### src/cpsp_cfg.svh
`ifndef CPSP_CFG_SVH
`define CPSP_CFG_SVH

// register indices; byte address is index times four
`define CPSP_IDX_POWER       4'h0
`define CPSP_IDX_STATUS      4'h1
`define CPSP_IDX_MOD_FIRST   4'h2
`define CPSP_IDX_LAST        4'h9
`define CPSP_IDX_W           4

// byte address fields
`define CPSP_ADDR_IDX_HI     5
`define CPSP_ADDR_IDX_LO     2
`define CPSP_ADDR_PAGE_LO    6

// power control field positions
`define CPSP_POWER_AUX_OFF   7
`define CPSP_POWER_QUIET     6
`define CPSP_POWER_FLAG_HI   3
`define CPSP_POWER_FLAG_LO   2
`define CPSP_POWER_DOWN      1
`define CPSP_POWER_IDLE      0

// status word field positions
`define CPSP_STATUS_CARRY    7
`define CPSP_STATUS_AUX_CY   6
`define CPSP_STATUS_USER     5
`define CPSP_STATUS_BANK_HI  4
`define CPSP_STATUS_BANK_LO  3
`define CPSP_STATUS_OVERFLOW 2
`define CPSP_STATUS_PARITY   0

// modulator control field positions
`define CPSP_MOD_ENABLE      7
`define CPSP_MOD_HIGH_HI     5
`define CPSP_MOD_KEEP_MASK   8'hBF

// reset values
`define CPSP_POWER_RST       8'h00
`define CPSP_STATUS_RST      8'h00
`define CPSP_MOD_RST         8'h00

// misc sizes
`define CPSP_AUX_TOP         16'h0100
`define CPSP_STEP_FIRST      6'h00
`define CPSP_STEP_INC        6'h01
`define CPSP_STEP_LAST       6'h3F
`define CPSP_NUM_CH          8

`endif

### src/cpsp_pkg.sv
package cpsp_pkg;

  // slave state of the bus front end
  typedef enum logic [1:0] {
    CPSP_IDLE,
    CPSP_WDATA,
    CPSP_RWAIT,
    CPSP_RDONE
  } cpsp_bus_e;

  // one register access, handed from the bus front end to the bank
  typedef struct packed {
    logic       wr;
    logic       rd;
    logic       mapped;
    logic [3:0] idx;
  } cpsp_acc_s;

  // working copy of the power control bits
  typedef struct packed {
    logic aux_off;
    logic quiet;
    logic flag_hi;
    logic flag_lo;
    logic down;
    logic idle;
  } cpsp_power_s;

endpackage

### src/cpsp_ahb_front.sv
`timescale 1ns/1ps
`include "cpsp_cfg.svh"

module cpsp_ahb_front (
  input  wire logic             mclk_in,        // core clock
  input  wire logic             resetn_in,      // sync reset, low
  input  wire logic             hsel_in,        // slave select
  input  wire logic [31:0]      haddr_in,       // byte address
  input  wire logic [1:0]       htrans_in,      // transfer type
  input  wire logic             hwrite_in,      // write when high
  input  wire logic             hready_in,      // bus ready
  input  wire logic [31:0]      rd_word_in,     // bank read mux
  output cpsp_pkg::cpsp_acc_s   acc_out,        // access to bank
  output logic                  hreadyout_out,  // slave ready
  output logic [31:0]           hrdata_out      // registered read data
);

  cpsp_pkg::cpsp_bus_e state;
  cpsp_pkg::cpsp_bus_e next_state;
  logic [31:0]         next_rdata;
  logic [3:0]          idx;
  logic [3:0]          next_idx;
  logic                mapped;
  logic                next_mapped;
  logic                take;

  // reads take one wait cycle so that read data comes from a flop
  assign take = hready_in && hsel_in && htrans_in[1] && (state != cpsp_pkg::CPSP_RWAIT);

  always_comb begin
    next_state  = state;
    next_idx    = idx;
    next_mapped = mapped;
    next_rdata  = hrdata_out;
    if (state == cpsp_pkg::CPSP_RWAIT) begin
      next_state = cpsp_pkg::CPSP_RDONE;
      next_rdata = rd_word_in;
    end else if (take) begin
      next_state  = hwrite_in ? cpsp_pkg::CPSP_WDATA : cpsp_pkg::CPSP_RWAIT;
      next_idx    = haddr_in[`CPSP_ADDR_IDX_HI:`CPSP_ADDR_IDX_LO];
      next_mapped = (haddr_in[31:`CPSP_ADDR_PAGE_LO] == '0) &&
                    (haddr_in[`CPSP_ADDR_IDX_HI:`CPSP_ADDR_IDX_LO] <= `CPSP_IDX_LAST);
    end else if (hready_in) begin
      next_state = cpsp_pkg::CPSP_IDLE;
    end
  end

  always_ff @(posedge mclk_in) begin
    if (!resetn_in) begin
      state      <= cpsp_pkg::CPSP_IDLE;
      idx        <= 4'h0;
      mapped     <= 1'b0;
      hrdata_out <= 32'h0;
    end else begin
      state      <= next_state;
      idx        <= next_idx;
      mapped     <= next_mapped;
      hrdata_out <= next_rdata;
    end
  end

  assign hreadyout_out = (state != cpsp_pkg::CPSP_RWAIT);
  assign acc_out.wr     = (state == cpsp_pkg::CPSP_WDATA);
  assign acc_out.rd     = (state == cpsp_pkg::CPSP_RWAIT);
  assign acc_out.mapped = mapped;
  assign acc_out.idx    = idx;

endmodule

### src/cpsp_core_regs.sv
// Contract
// - aux ram disable set: every external data move goes to external memory.
// - quiet bit set: address latch strobe stays low during internal accesses.
// - writing one to powerdown_activate enters power-down mode.
// - writing one to idle_activate enters idle mode.
// - user_flag_zero is stored and read back, with no side effect.
// - working_bank_select maps R0-to 00H, 08H, 10H or 18H upward.
// - each of eight modulator channels runs only while its enable is one.
// - each channel takes its high time from a six-bit field.
`timescale 1ns/1ps
`include "cpsp_cfg.svh"

module cpsp_core_regs (
  input  wire logic        mclk_in,             // core clock, 50 MHz
  input  wire logic        resetn_in,           // sync reset, low
  input  wire logic        hsel_in,             // bus slave select
  input  wire logic [31:0] haddr_in,            // bus byte address
  input  wire logic [1:0]  htrans_in,           // bus transfer type
  input  wire logic        hwrite_in,           // bus write
  input  wire logic [2:0]  hsize_in,            // bus size, word only
  input  wire logic [31:0] hwdata_in,           // bus write data
  input  wire logic        hready_in,           // bus ready
  output logic             hreadyout_out,       // slave ready
  output logic             hresp_out,           // always okay
  output logic [31:0]      hrdata_out,          // bus read data
  input  wire logic        xdata_req_in,        // external data move request
  input  wire logic [15:0] xdata_addr_in,       // its address
  output logic             xdata_ext_sel_out,   // go to external memory
  output logic             xdata_aux_sel_out,   // go to aux ram
  input  wire logic        ale_raw_in,          // core strobe before gating
  input  wire logic        access_internal_in,  // current fetch is internal
  output logic             ale_out,             // gated latch strobe
  input  wire logic        wake_in,             // wake event from core
  output logic             powerdown_out,       // power-down mode
  output logic             idle_out,            // idle mode
  input  wire logic        flag_load_in,        // alu flag update
  input  wire logic        carry_in,            // new carry
  input  wire logic        aux_carry_in,        // new aux carry
  input  wire logic        overflow_in,         // new overflow
  input  wire logic [7:0]  acc_in,              // accumulator for parity
  input  wire logic [2:0]  work_reg_in,         // working register number
  output logic [4:0]       bank_base_out,       // bank start address
  output logic [4:0]       work_addr_out,       // ram address of register
  output logic [7:0]       pwm_out              // modulator outputs
);

  cpsp_pkg::cpsp_acc_s   acc;
  cpsp_pkg::cpsp_power_s power;
  cpsp_pkg::cpsp_power_s next_power;
  logic [7:0]            status;
  logic [7:0]            next_status;
  logic [7:0]            pwm_reg [`CPSP_NUM_CH];
  logic [7:0]            next_pwm_reg [`CPSP_NUM_CH];
  logic [7:0]            mod_en;
  logic [5:0]            step;
  logic [5:0]            next_step;
  logic                  next_ext;
  logic                  next_aux;
  logic                  next_ale;
  logic [4:0]            next_work_addr;
  logic [31:0]           rd_word;
  logic                  wr_power;
  logic                  wr_status;
  logic [7:0]            wbyte;
  logic [7:0]            power_byte;
  logic [7:0]            status_byte;

  // only word transfers are expected; size is not checked
  cpsp_ahb_front u_front (
    .mclk_in       (mclk_in),
    .resetn_in     (resetn_in),
    .hsel_in       (hsel_in),
    .haddr_in      (haddr_in),
    .htrans_in     (htrans_in),
    .hwrite_in     (hwrite_in),
    .hready_in     (hready_in),
    .rd_word_in    (rd_word),
    .acc_out       (acc),
    .hreadyout_out (hreadyout_out),
    .hrdata_out    (hrdata_out)
  );

  // write strobes; only the low byte of each word carries bits
  assign hresp_out = 1'b0;
  assign wbyte     = hwdata_in[7:0];
  assign wr_power  = acc.wr && acc.mapped && (acc.idx == `CPSP_IDX_POWER);
  assign wr_status = acc.wr && acc.mapped && (acc.idx == `CPSP_IDX_STATUS);

  // packed views for readback; unused power control positions read zero
  always_comb begin
    power_byte = 8'h00;
    power_byte[`CPSP_POWER_AUX_OFF] = power.aux_off;
    power_byte[`CPSP_POWER_QUIET]   = power.quiet;
    power_byte[`CPSP_POWER_FLAG_HI] = power.flag_hi;
    power_byte[`CPSP_POWER_FLAG_LO] = power.flag_lo;
    power_byte[`CPSP_POWER_DOWN]    = power.down;
    power_byte[`CPSP_POWER_IDLE]    = power.idle;
    status_byte = status;
    status_byte[`CPSP_STATUS_PARITY] = ^acc_in;  // parity follows the accumulator, read only
  end

  // power control: a write of one beats a same-cycle wake
  always_comb begin
    next_power = power;
    if (wake_in) begin
      next_power.down = 1'b0;
      next_power.idle = 1'b0;
    end
    if (wr_power) begin
      next_power.aux_off = wbyte[`CPSP_POWER_AUX_OFF];
      next_power.quiet   = wbyte[`CPSP_POWER_QUIET];
      next_power.flag_hi = wbyte[`CPSP_POWER_FLAG_HI];
      next_power.flag_lo = wbyte[`CPSP_POWER_FLAG_LO];
      // a zero write leaves a mode alone; only wake ends it
      if (wbyte[`CPSP_POWER_DOWN]) begin
        next_power.down = 1'b1;
      end
      if (wbyte[`CPSP_POWER_IDLE]) begin
        next_power.idle = 1'b1;
      end
    end
  end

  always_ff @(posedge mclk_in) begin
    if (!resetn_in) begin
      power <= cpsp_pkg::cpsp_power_s'(`CPSP_POWER_RST);
    end else begin
      power <= next_power;
    end
  end

  // mode levels go straight out of the flops, so they never glitch
  assign powerdown_out = power.down;
  assign idle_out      = power.idle;

  // status word: an alu flag update wins over a software write of the same flags
  always_comb begin
    next_status = status;
    if (wr_status) begin
      next_status = wbyte;
    end
    if (flag_load_in) begin
      next_status[`CPSP_STATUS_CARRY]    = carry_in;
      next_status[`CPSP_STATUS_AUX_CY]   = aux_carry_in;
      next_status[`CPSP_STATUS_OVERFLOW] = overflow_in;
    end
    // parity is never stored; the read view computes it live
    next_status[`CPSP_STATUS_PARITY] = 1'b0;
  end

  always_ff @(posedge mclk_in) begin
    if (!resetn_in) begin
      status <= `CPSP_STATUS_RST;
    end else begin
      status <= next_status;
    end
  end

  // bank base is the select field times eight
  assign bank_base_out = {status[`CPSP_STATUS_BANK_HI:`CPSP_STATUS_BANK_LO], 3'h0};

  // modulator control registers, one word each
  genvar gi;
  generate
    for (gi = 0; gi < `CPSP_NUM_CH; gi++) begin : g_ch
      always_comb begin
        next_pwm_reg[gi] = pwm_reg[gi];
        if (acc.wr && acc.mapped && (acc.idx == (`CPSP_IDX_MOD_FIRST + 4'(gi)))) begin
          next_pwm_reg[gi] = wbyte & `CPSP_MOD_KEEP_MASK;  // spare bit reads zero
        end
      end

      always_ff @(posedge mclk_in) begin
        if (!resetn_in) begin
          pwm_reg[gi] <= `CPSP_MOD_RST;
        end else begin
          pwm_reg[gi] <= next_pwm_reg[gi];
        end
      end

      assign mod_en[gi] = pwm_reg[gi][`CPSP_MOD_ENABLE];

      cpsp_pwm_channel u_ch (
        .mclk_in   (mclk_in),
        .resetn_in (resetn_in),
        .enable_in (mod_en[gi]),
        .high_in   (pwm_reg[gi][`CPSP_MOD_HIGH_HI:0]),
        .step_in   (step),
        .pwm_out   (pwm_out[gi])
      );
    end
  endgenerate

  // one shared step counter keeps all channels phase aligned
  // trade-off: a new high time takes effect mid-period, not at the wrap
  always_comb begin
    next_step = (step == `CPSP_STEP_LAST) ? `CPSP_STEP_FIRST : step + `CPSP_STEP_INC;
  end

  always_ff @(posedge mclk_in) begin
    if (!resetn_in) begin
      step <= `CPSP_STEP_FIRST;
    end else begin
      step <= next_step;
    end
  end

  // read mux; unmapped words read zero
  always_comb begin
    rd_word = 32'h0;
    if (acc.mapped) begin
      if (acc.idx == `CPSP_IDX_POWER) begin
        rd_word = {24'h0, power_byte};
      end else if (acc.idx == `CPSP_IDX_STATUS) begin
        rd_word = {24'h0, status_byte};
      end else begin
        rd_word = {24'h0, pwm_reg[3'(acc.idx - `CPSP_IDX_MOD_FIRST)]};
      end
    end
  end

  // memory side selects, strobe gating and register address, registered
  always_comb begin
    next_ext = xdata_req_in && (power.aux_off || (xdata_addr_in >= `CPSP_AUX_TOP));
    next_aux = xdata_req_in && !power.aux_off && (xdata_addr_in < `CPSP_AUX_TOP);
    next_ale = ale_raw_in && !(power.quiet && access_internal_in);
    next_work_addr = {status[`CPSP_STATUS_BANK_HI:`CPSP_STATUS_BANK_LO], work_reg_in};
  end

  always_ff @(posedge mclk_in) begin
    if (!resetn_in) begin
      xdata_ext_sel_out <= 1'b0;
      xdata_aux_sel_out <= 1'b0;
      ale_out           <= 1'b0;
      work_addr_out     <= '0;
    end else begin
      xdata_ext_sel_out <= next_ext;
      xdata_aux_sel_out <= next_aux;
      ale_out           <= next_ale;
      work_addr_out     <= next_work_addr;
    end
  end
endmodule

### src/cpsp_pwm_channel.sv
`timescale 1ns/1ps
`include "cpsp_cfg.svh"

module cpsp_pwm_channel (
  input  wire logic       mclk_in,    // core clock
  input  wire logic       resetn_in,  // sync reset, low
  input  wire logic       enable_in,  // channel enable
  input  wire logic [5:0] high_in,    // high time in steps
  input  wire logic [5:0] step_in,    // shared period step
  output logic            pwm_out     // registered output
);

  logic next_pwm;

  // high while the step is below the high time; low when disabled
  always_comb begin
    next_pwm = enable_in && (step_in < high_in);
  end

  always_ff @(posedge mclk_in) begin
    if (!resetn_in) begin
      pwm_out <= 1'b0;
    end else begin
      pwm_out <= next_pwm;
    end
  end

endmodule

### config.mk
export PLATFORM = sky130hd
export DESIGN_NAME = cpsp_core_regs
export DESIGN_NICKNAME = d
export VERILOG_FILES = /design/src/cpsp_pkg.sv /design/src/cpsp_ahb_front.sv /design/src/cpsp_core_regs.sv /design/src/cpsp_pwm_channel.sv
export VERILOG_INCLUDE_DIRS = /design/src
export SDC_FILE = /design/constraint.sdc
export NUM_CORES = 1
export LEC_CHECK = 0
export ABC_CLOCK_PERIOD_IN_PS = 2500
export BUFFER_PORTS_ARGS = -buffer_cell sky130_fd_sc_hd__buf_4
export CORE_UTILIZATION = 50
export DETAILED_ROUTE_END_ITERATION = 7
export PLACE_DENSITY = 0.77
export SETUP_SLACK_MARGIN = 0.02
export SLEW_MARGIN = 20
export SYNTH_ARGS = -nofsm -noshare
export SYNTH_HDL_FRONTEND = slang
export SYNTH_SLANG_ARGS = --single-unit
### constraint.sdc
create_clock -name mclk_in -period 2.5 [get_ports mclk_in]
set_clock_uncertainty 0.15 [all_clocks]
set_input_delay 0.5 -clock mclk_in [delete_from_list [all_inputs] [get_ports mclk_in]]
set_output_delay 0.5 -clock mclk_in [all_outputs]
set_load 0.02 [all_outputs]
Word-level counts from Yosys, hierarchy flattened. Memories as Yosys holds them, arrays and structs flattened. Cells that the tools add are included.

Bits in registers: 75. Bits in writable memories: 64. Input bits: 109. Output and inout port bits: 57. Word-level logic and storage cells: 133. Memories: 1.

Memories: pwm_reg (depth 8, width 8, read ports 9, clocked after memory_dff 0, write ports 8, line cpsp_core_regs.sv:52) `` logic [7:0] pwm_reg [`CPSP_NUM_CH]; ``.

Add/subtract/negate cells: 2. Order comparisons: 11. Eq/ne operators: 13. Multiplexer cells: 32. Bitwise logic cells: 10. Reductions and logical operators: 38.

Operators with widths (count): 8-bit 2-to-1 mux (19); 6-bit < comparator (8); 32-bit 2-to-1 mux (1); 1-bit logical AND (28); 26-bit logical NOT (1); 4-bit by 3-bit equality test with 1-bit output, second input constant (4); 16-bit by 9-bit >= comparator with 1-bit output, second input constant (1); 16-bit by 9-bit < comparator with 1-bit output, second input constant (1); 2-bit 2-to-1 mux (7); 4-bit by 2-bit equality test with 1-bit output, second input constant (2); 4-bit equality test, second input constant (2); 1-bit OR (8); 8-bit parity (1); 6-bit by 1-bit adder with 6-bit output, second input constant (1); 6-bit equality test, second input constant (1); 1-bit 2-to-1 mux (5); 4-bit by 1-bit equality test with 1-bit output, second input constant (1); 4-bit <= comparator, second input constant (1); 4-bit logical NOT (1); 3-bit nonzero test (1); 3-bit by 2-bit subtractor with 3-bit output, second input constant (1); 2-bit by 1-bit equality test with 1-bit output, second input constant (1); 2-bit equality test, second input constant (1); 1-bit logical NOT (2); other kinds (6) (7).

Longest topological paths before layout.
Depth after elaboration: 5. Depth in mapped cells: 7. Depth with buffers taken out: 6.

Modules after synthesis. Synthesis repeated with hierarchy kept, for this count alone.

Cell total of the unflattened synthesis: 742. Area, all modules: 6834.1 um^2.

By module, submodules not included: cpsp_core_regs (times used 1, cells an instance 413, area each 3986.3 um^2, sequential area each 1661.6 um^2); cpsp_ahb_front (times used 1, cells an instance 185, area each 1586.5 um^2, sequential area each 780.7 um^2); cpsp_pwm_channel (times used 8, cells an instance 18, area each 157.7 um^2, sequential area each 20.0 um^2).

Worst setup path before layout. No wires, ideal clock.

Path kind: flip-flop to flip-flop. Start point: reg u_front.idx[2]. End point: reg status[2]. Setup time: 116 ps. Arrival time: 1513 ps. Required time: 2234 ps. Setup slack: 721 ps. Cell stages (with the launch flop): 7. Path buffers: 1. Period minus slack after synthesis: 1779 ps. Cell sequence: dfxtp_1 and2b_1 and2_1 buf_6 nand2_4 mux2_2 o211a_1.

Word-level cells in the longest chain between the ends: 3.

Ends and longest elaborated chain: from (decl) (line cpsp_ahb_front.sv:21) `logic [3:0] idx;`; from (signal assigned) (line cpsp_ahb_front.sv:56) `idx <= next_idx;`; 4-bit by 1-bit equality test with 1-bit output (no source line); 1-bit logical AND (line cpsp_core_regs.sv:87) `` assign wr_status = acc.wr && acc.mapped && (acc.idx == `CPSP_IDX_STATUS); ``; 2-bit nonzero test (no source line); to (signal assigned) (line cpsp_core_regs.sv:153) `` status <= `CPSP_STATUS_RST; ``; to (signal assigned) (line cpsp_core_regs.sv:155) `status <= next_status;`; to (decl) (line cpsp_core_regs.sv:50) `logic [7:0] status;`.

Every way passes these cells. A chain may end at the register's enable or synchronous reset.

Worst setup path after layout.
Start point: reg u_front.idx[1]. End point: reg u_front.hrdata_out[1].

Word-level cells in the longest chain between the ends: 5. Elaborated cells on any way between the ends: 7. Those cells by class: 1 x add/sub; 1 x eq/ne; 3 x mux; 1 x reduce/logical; 1 x memory.

Ends and longest elaborated chain: 3-bit by 2-bit subtractor with 3-bit output (no source line); memory 8 x 8 bit; 8-bit 2-to-1 mux (line cpsp_core_regs.sv:214) `` end else if (acc.idx == `CPSP_IDX_STATUS) begin ``; 8-bit 2-to-1 mux * (line cpsp_core_regs.sv:212) `` if (acc.idx == `CPSP_IDX_POWER) begin ``; 32-bit 2-to-1 mux * (line cpsp_core_regs.sv:211) `if (acc.mapped) begin`; to (signal assigned) (line cpsp_ahb_front.sv:58) `hrdata_out <= next_rdata;`; to (decl) (line cpsp_ahb_front.sv:15) `output logic [31:0] hrdata_out`.

Every way passes the cells marked *; elsewhere a longest branch is shown, timed or not.

==> metrics <==
status=complete, no violations; Worst-Margin Slew=0.7040 ns; fmax=0.4368 GHz; die extent in x=112.5 um; Top FF cell, synth=dfxtp_1; die area=12,650 um2; fill count=978; IO Port Bufs=99; post-synth cell types=60; Final period util=0.9158; Comb pwr share=0.117; DIE HEIGHT=112.5 um; kind of critical path=flip-flop to flip-flop; Internal=0.002812 W; Num Clock Sinks=106; Placement Rows=39; Seq/Total Area, Yosys=0.3478; maximum buffer depth of the clock tree=2; Root Driver=clkbuf_16; DRT Wirelength=16.52 mm; n_diodes=0; layout cell share with drive strength beyond 1=0.1962; Syn-to-layout area delta=17.24%; crit path capture type=flip-flop; synthesized area=6102 um2; final slew viol count=0; vias=5,206; CP Max Fanout=19; Hold Path Class=input pin to flip-flop; final critical-path required period=2.290 ns; Residual DRC=0; drt first pass iters=5; global-route wire length before repair=26.06 mm; Reg power frac=0.469; fraction of registers with async set/reset=0; GRT overflow=0; Starting Density=0.5232; Req. time, crit path=2.59 ns; IO Count=166; relative slew slack=0.5300; clock slew at reported path FFs=0.07 ns; WL per Instance=17.81 um; post-CTS setup buffers=0; initial antenna violation count=0; GPL Wtd Cong=0.9342; number of synthesized flops with an enable pin=0; sw power=0.0008859 W; clock latency on the worst-skew pair=0.35 ns; Clk pwr share=0.414; total track usage=0.2690; vias in the first global route=5,029; Syn Area/Cell=8.780 um2; total core area=11,660 um2; LEAKAGE=2.905 nW; Starting DRT DRC Count=361; max FFs per register=56; VDD IR-drop max=0.2863 mV; DP Wirelength=12.28 mm; max-cap viol count=0; Pwr Density=516.8 nW/um2; Worst R2R Setup Slack=0.21 ns; Via density=5.610; Post-DRT Antenna Nets=0; Sw Ratio=0.2396; TritonCTS clock tree=yes; largest net degree at the start of global routing=51; Finished Layout Cells=928; synth warn=0; Mapped Cells=695; Final Hold Viols=0; final setup vio count=0; Critical Path AT=2.38 ns; Final #Nets=930; Num CTS Buffers=9; Worst setup SP type=flip-flop; H-tree levels=3; RSZ-0062 raised after global routing=no; FF+latch count, synth=106; Cells after DPL=912; setup tns final=0 ns
-- per-layer routing --
metal  wire length [um]  track usage
met1               7002       0.3539
met2               7827       0.4489
met3               1140      0.03996
met4                553      0.09778
met5                  0            0
-- kinds of logic after synthesis --
kind of cell / synth area share
and+or+nand+nor: 0.2091
AOI/OAI and AO/OA: 0.1433
buffers and inverters: 0.1050
DFF: 0.3478
muxes: 0.09576
adders and majority gates: 0.08407
xor gates and xnor gates: 0.01435
other: 0.0006145
-- what timing repair did --
action / 4_1_cts / 5_1_grt
resized for setup: 0 / 1
endpoints found under the setup margin: 0 / 1
hold buffers: 0 / 0
-- cells in the final DEF, fill, tap and decap left out, drive strengths merged, types with 2 or more instances in the layout --
master / synthesis / final
nand3: 33 / 33
ha: 41 / 41
mux4: 4 / 4
a211oi: 8 / 8
a222oi: 4 / 4
mux2i: 46 / 46
nor4: 9 / 9
nor3: 5 / 5
nor2b: 55 / 55
o211ai: 2 / 2
nand2: 64 / 64
a21boi: 23 / 23
clkinv: 1 / 2
dfxtp: 106 / 106
mux2: 3 / 3
nor3b: 2 / 2
a21o: 17 / 17
and2: 16 / 16
nand2b: 16 / 16
a32oi: 2 / 2
xnor2: 9 / 9
a2111oi: 2 / 2
o221ai: 3 / 3
nor2: 29 / 29
inv: 46 / 47
conb: 1 / 28
nand4: 6 / 6
a22oi: 2 / 2
o211a: 4 / 4
and3: 2 / 2
o21ai: 26 / 26
a21oi: 7 / 7
clkbuf: 20 / 11
buf: 55 / 122
o21a: 13 / 13
bufinv: 0 / 2
-- critical path, stage by stage, from the launching register on --
cell	delay [ns]
dfxtp_1	0.77
and2_1	0.32
o21ai_0	0.12
a222oi_1	0.45
nor3_1	0.14
o211a_1	0.23
-- Yosys cell counts (all sizes together), types with 5 or more instances --
library cell  instances  area share
inv                  46       0.028
nor2                 29       0.019
nand2                64       0.041
a21oi                 7      0.0057
o21a                 13       0.016
o21ai                26       0.022
clkbuf               20       0.013
nand3                33       0.028
nand2b               16       0.016
dfxtp               106        0.35
mux2i                46       0.075
nor2b                55       0.056
ha                   41       0.084
a21boi               23       0.028
nor4                  9      0.0092
nor3                  5      0.0059
xnor2                 9       0.013
and2                 16       0.016
buf                  55       0.064
a211oi                8      0.0098
a21o                 17       0.021
nand4                 6      0.0082
-- final timing paths --
check                              start                            endpoint  depth (start not counted)
max reg2reg  u_front.idx[1]$_SDFFE_PN0P_  u_front.hrdata_out[1]$_SDFFE_PN0P_                          5
max          u_front.idx[1]$_SDFFE_PN0P_  u_front.hrdata_out[1]$_SDFFE_PN0P_                          5
min                   access_internal_in                  ale_out$_SDFF_PN0_                          2
min reg2reg       status[5]$_SDFFE_PN0P_              status[5]$_SDFFE_PN0P_                          2
-- cell type report --
type / instances / area (um2) / area share
clock buffer: 11 / 242.7 / 0.03393
multi-input combinational: 494 / 3441 / 0.4809
sequential: 106 / 2122 / 0.2966
inverter: 47 / 176.4 / 0.02466
tap: 143 / 178.9 / 0.02501
timing repair buffer: 122 / 915.9 / 0.1280
clock inverter: 5 / 77.57 / 0.01084
-- metrics by stage --
step	utilization	total power (W)	setup slack (ns)	area [um2]	hold slack (ns)
global route	0.6135	0.003819	0.06169	7154	0.1676
floorplan	-	0.002049	0.7207	6203	0.2748
global placement	0.5860	0.002185	0.3006	6834	0.3037
CTS	0.6135	0.003701	0.1247	7154	0.1638
detailed placement	0.5860	0.002198	0.2707	6834	0.3251
finish	0.6135	0.003698	0.2104	7154	0.1703
-- power by group through the flow --
stage | sequential [W] | combinational (W) | clock (W)
floorplan | 0.00176 | 0.000288 | 0
global placement | 0.00177 | 0.000415 | 0
detailed placement | 0.00177 | 0.000426 | 0
CTS | 0.00173 | 0.000429 | 0.00154
global route | 0.00174 | 0.000470 | 0.00161
finish | 0.00173 | 0.000431 | 0.00153
Power figures use the tool's default switching activity.
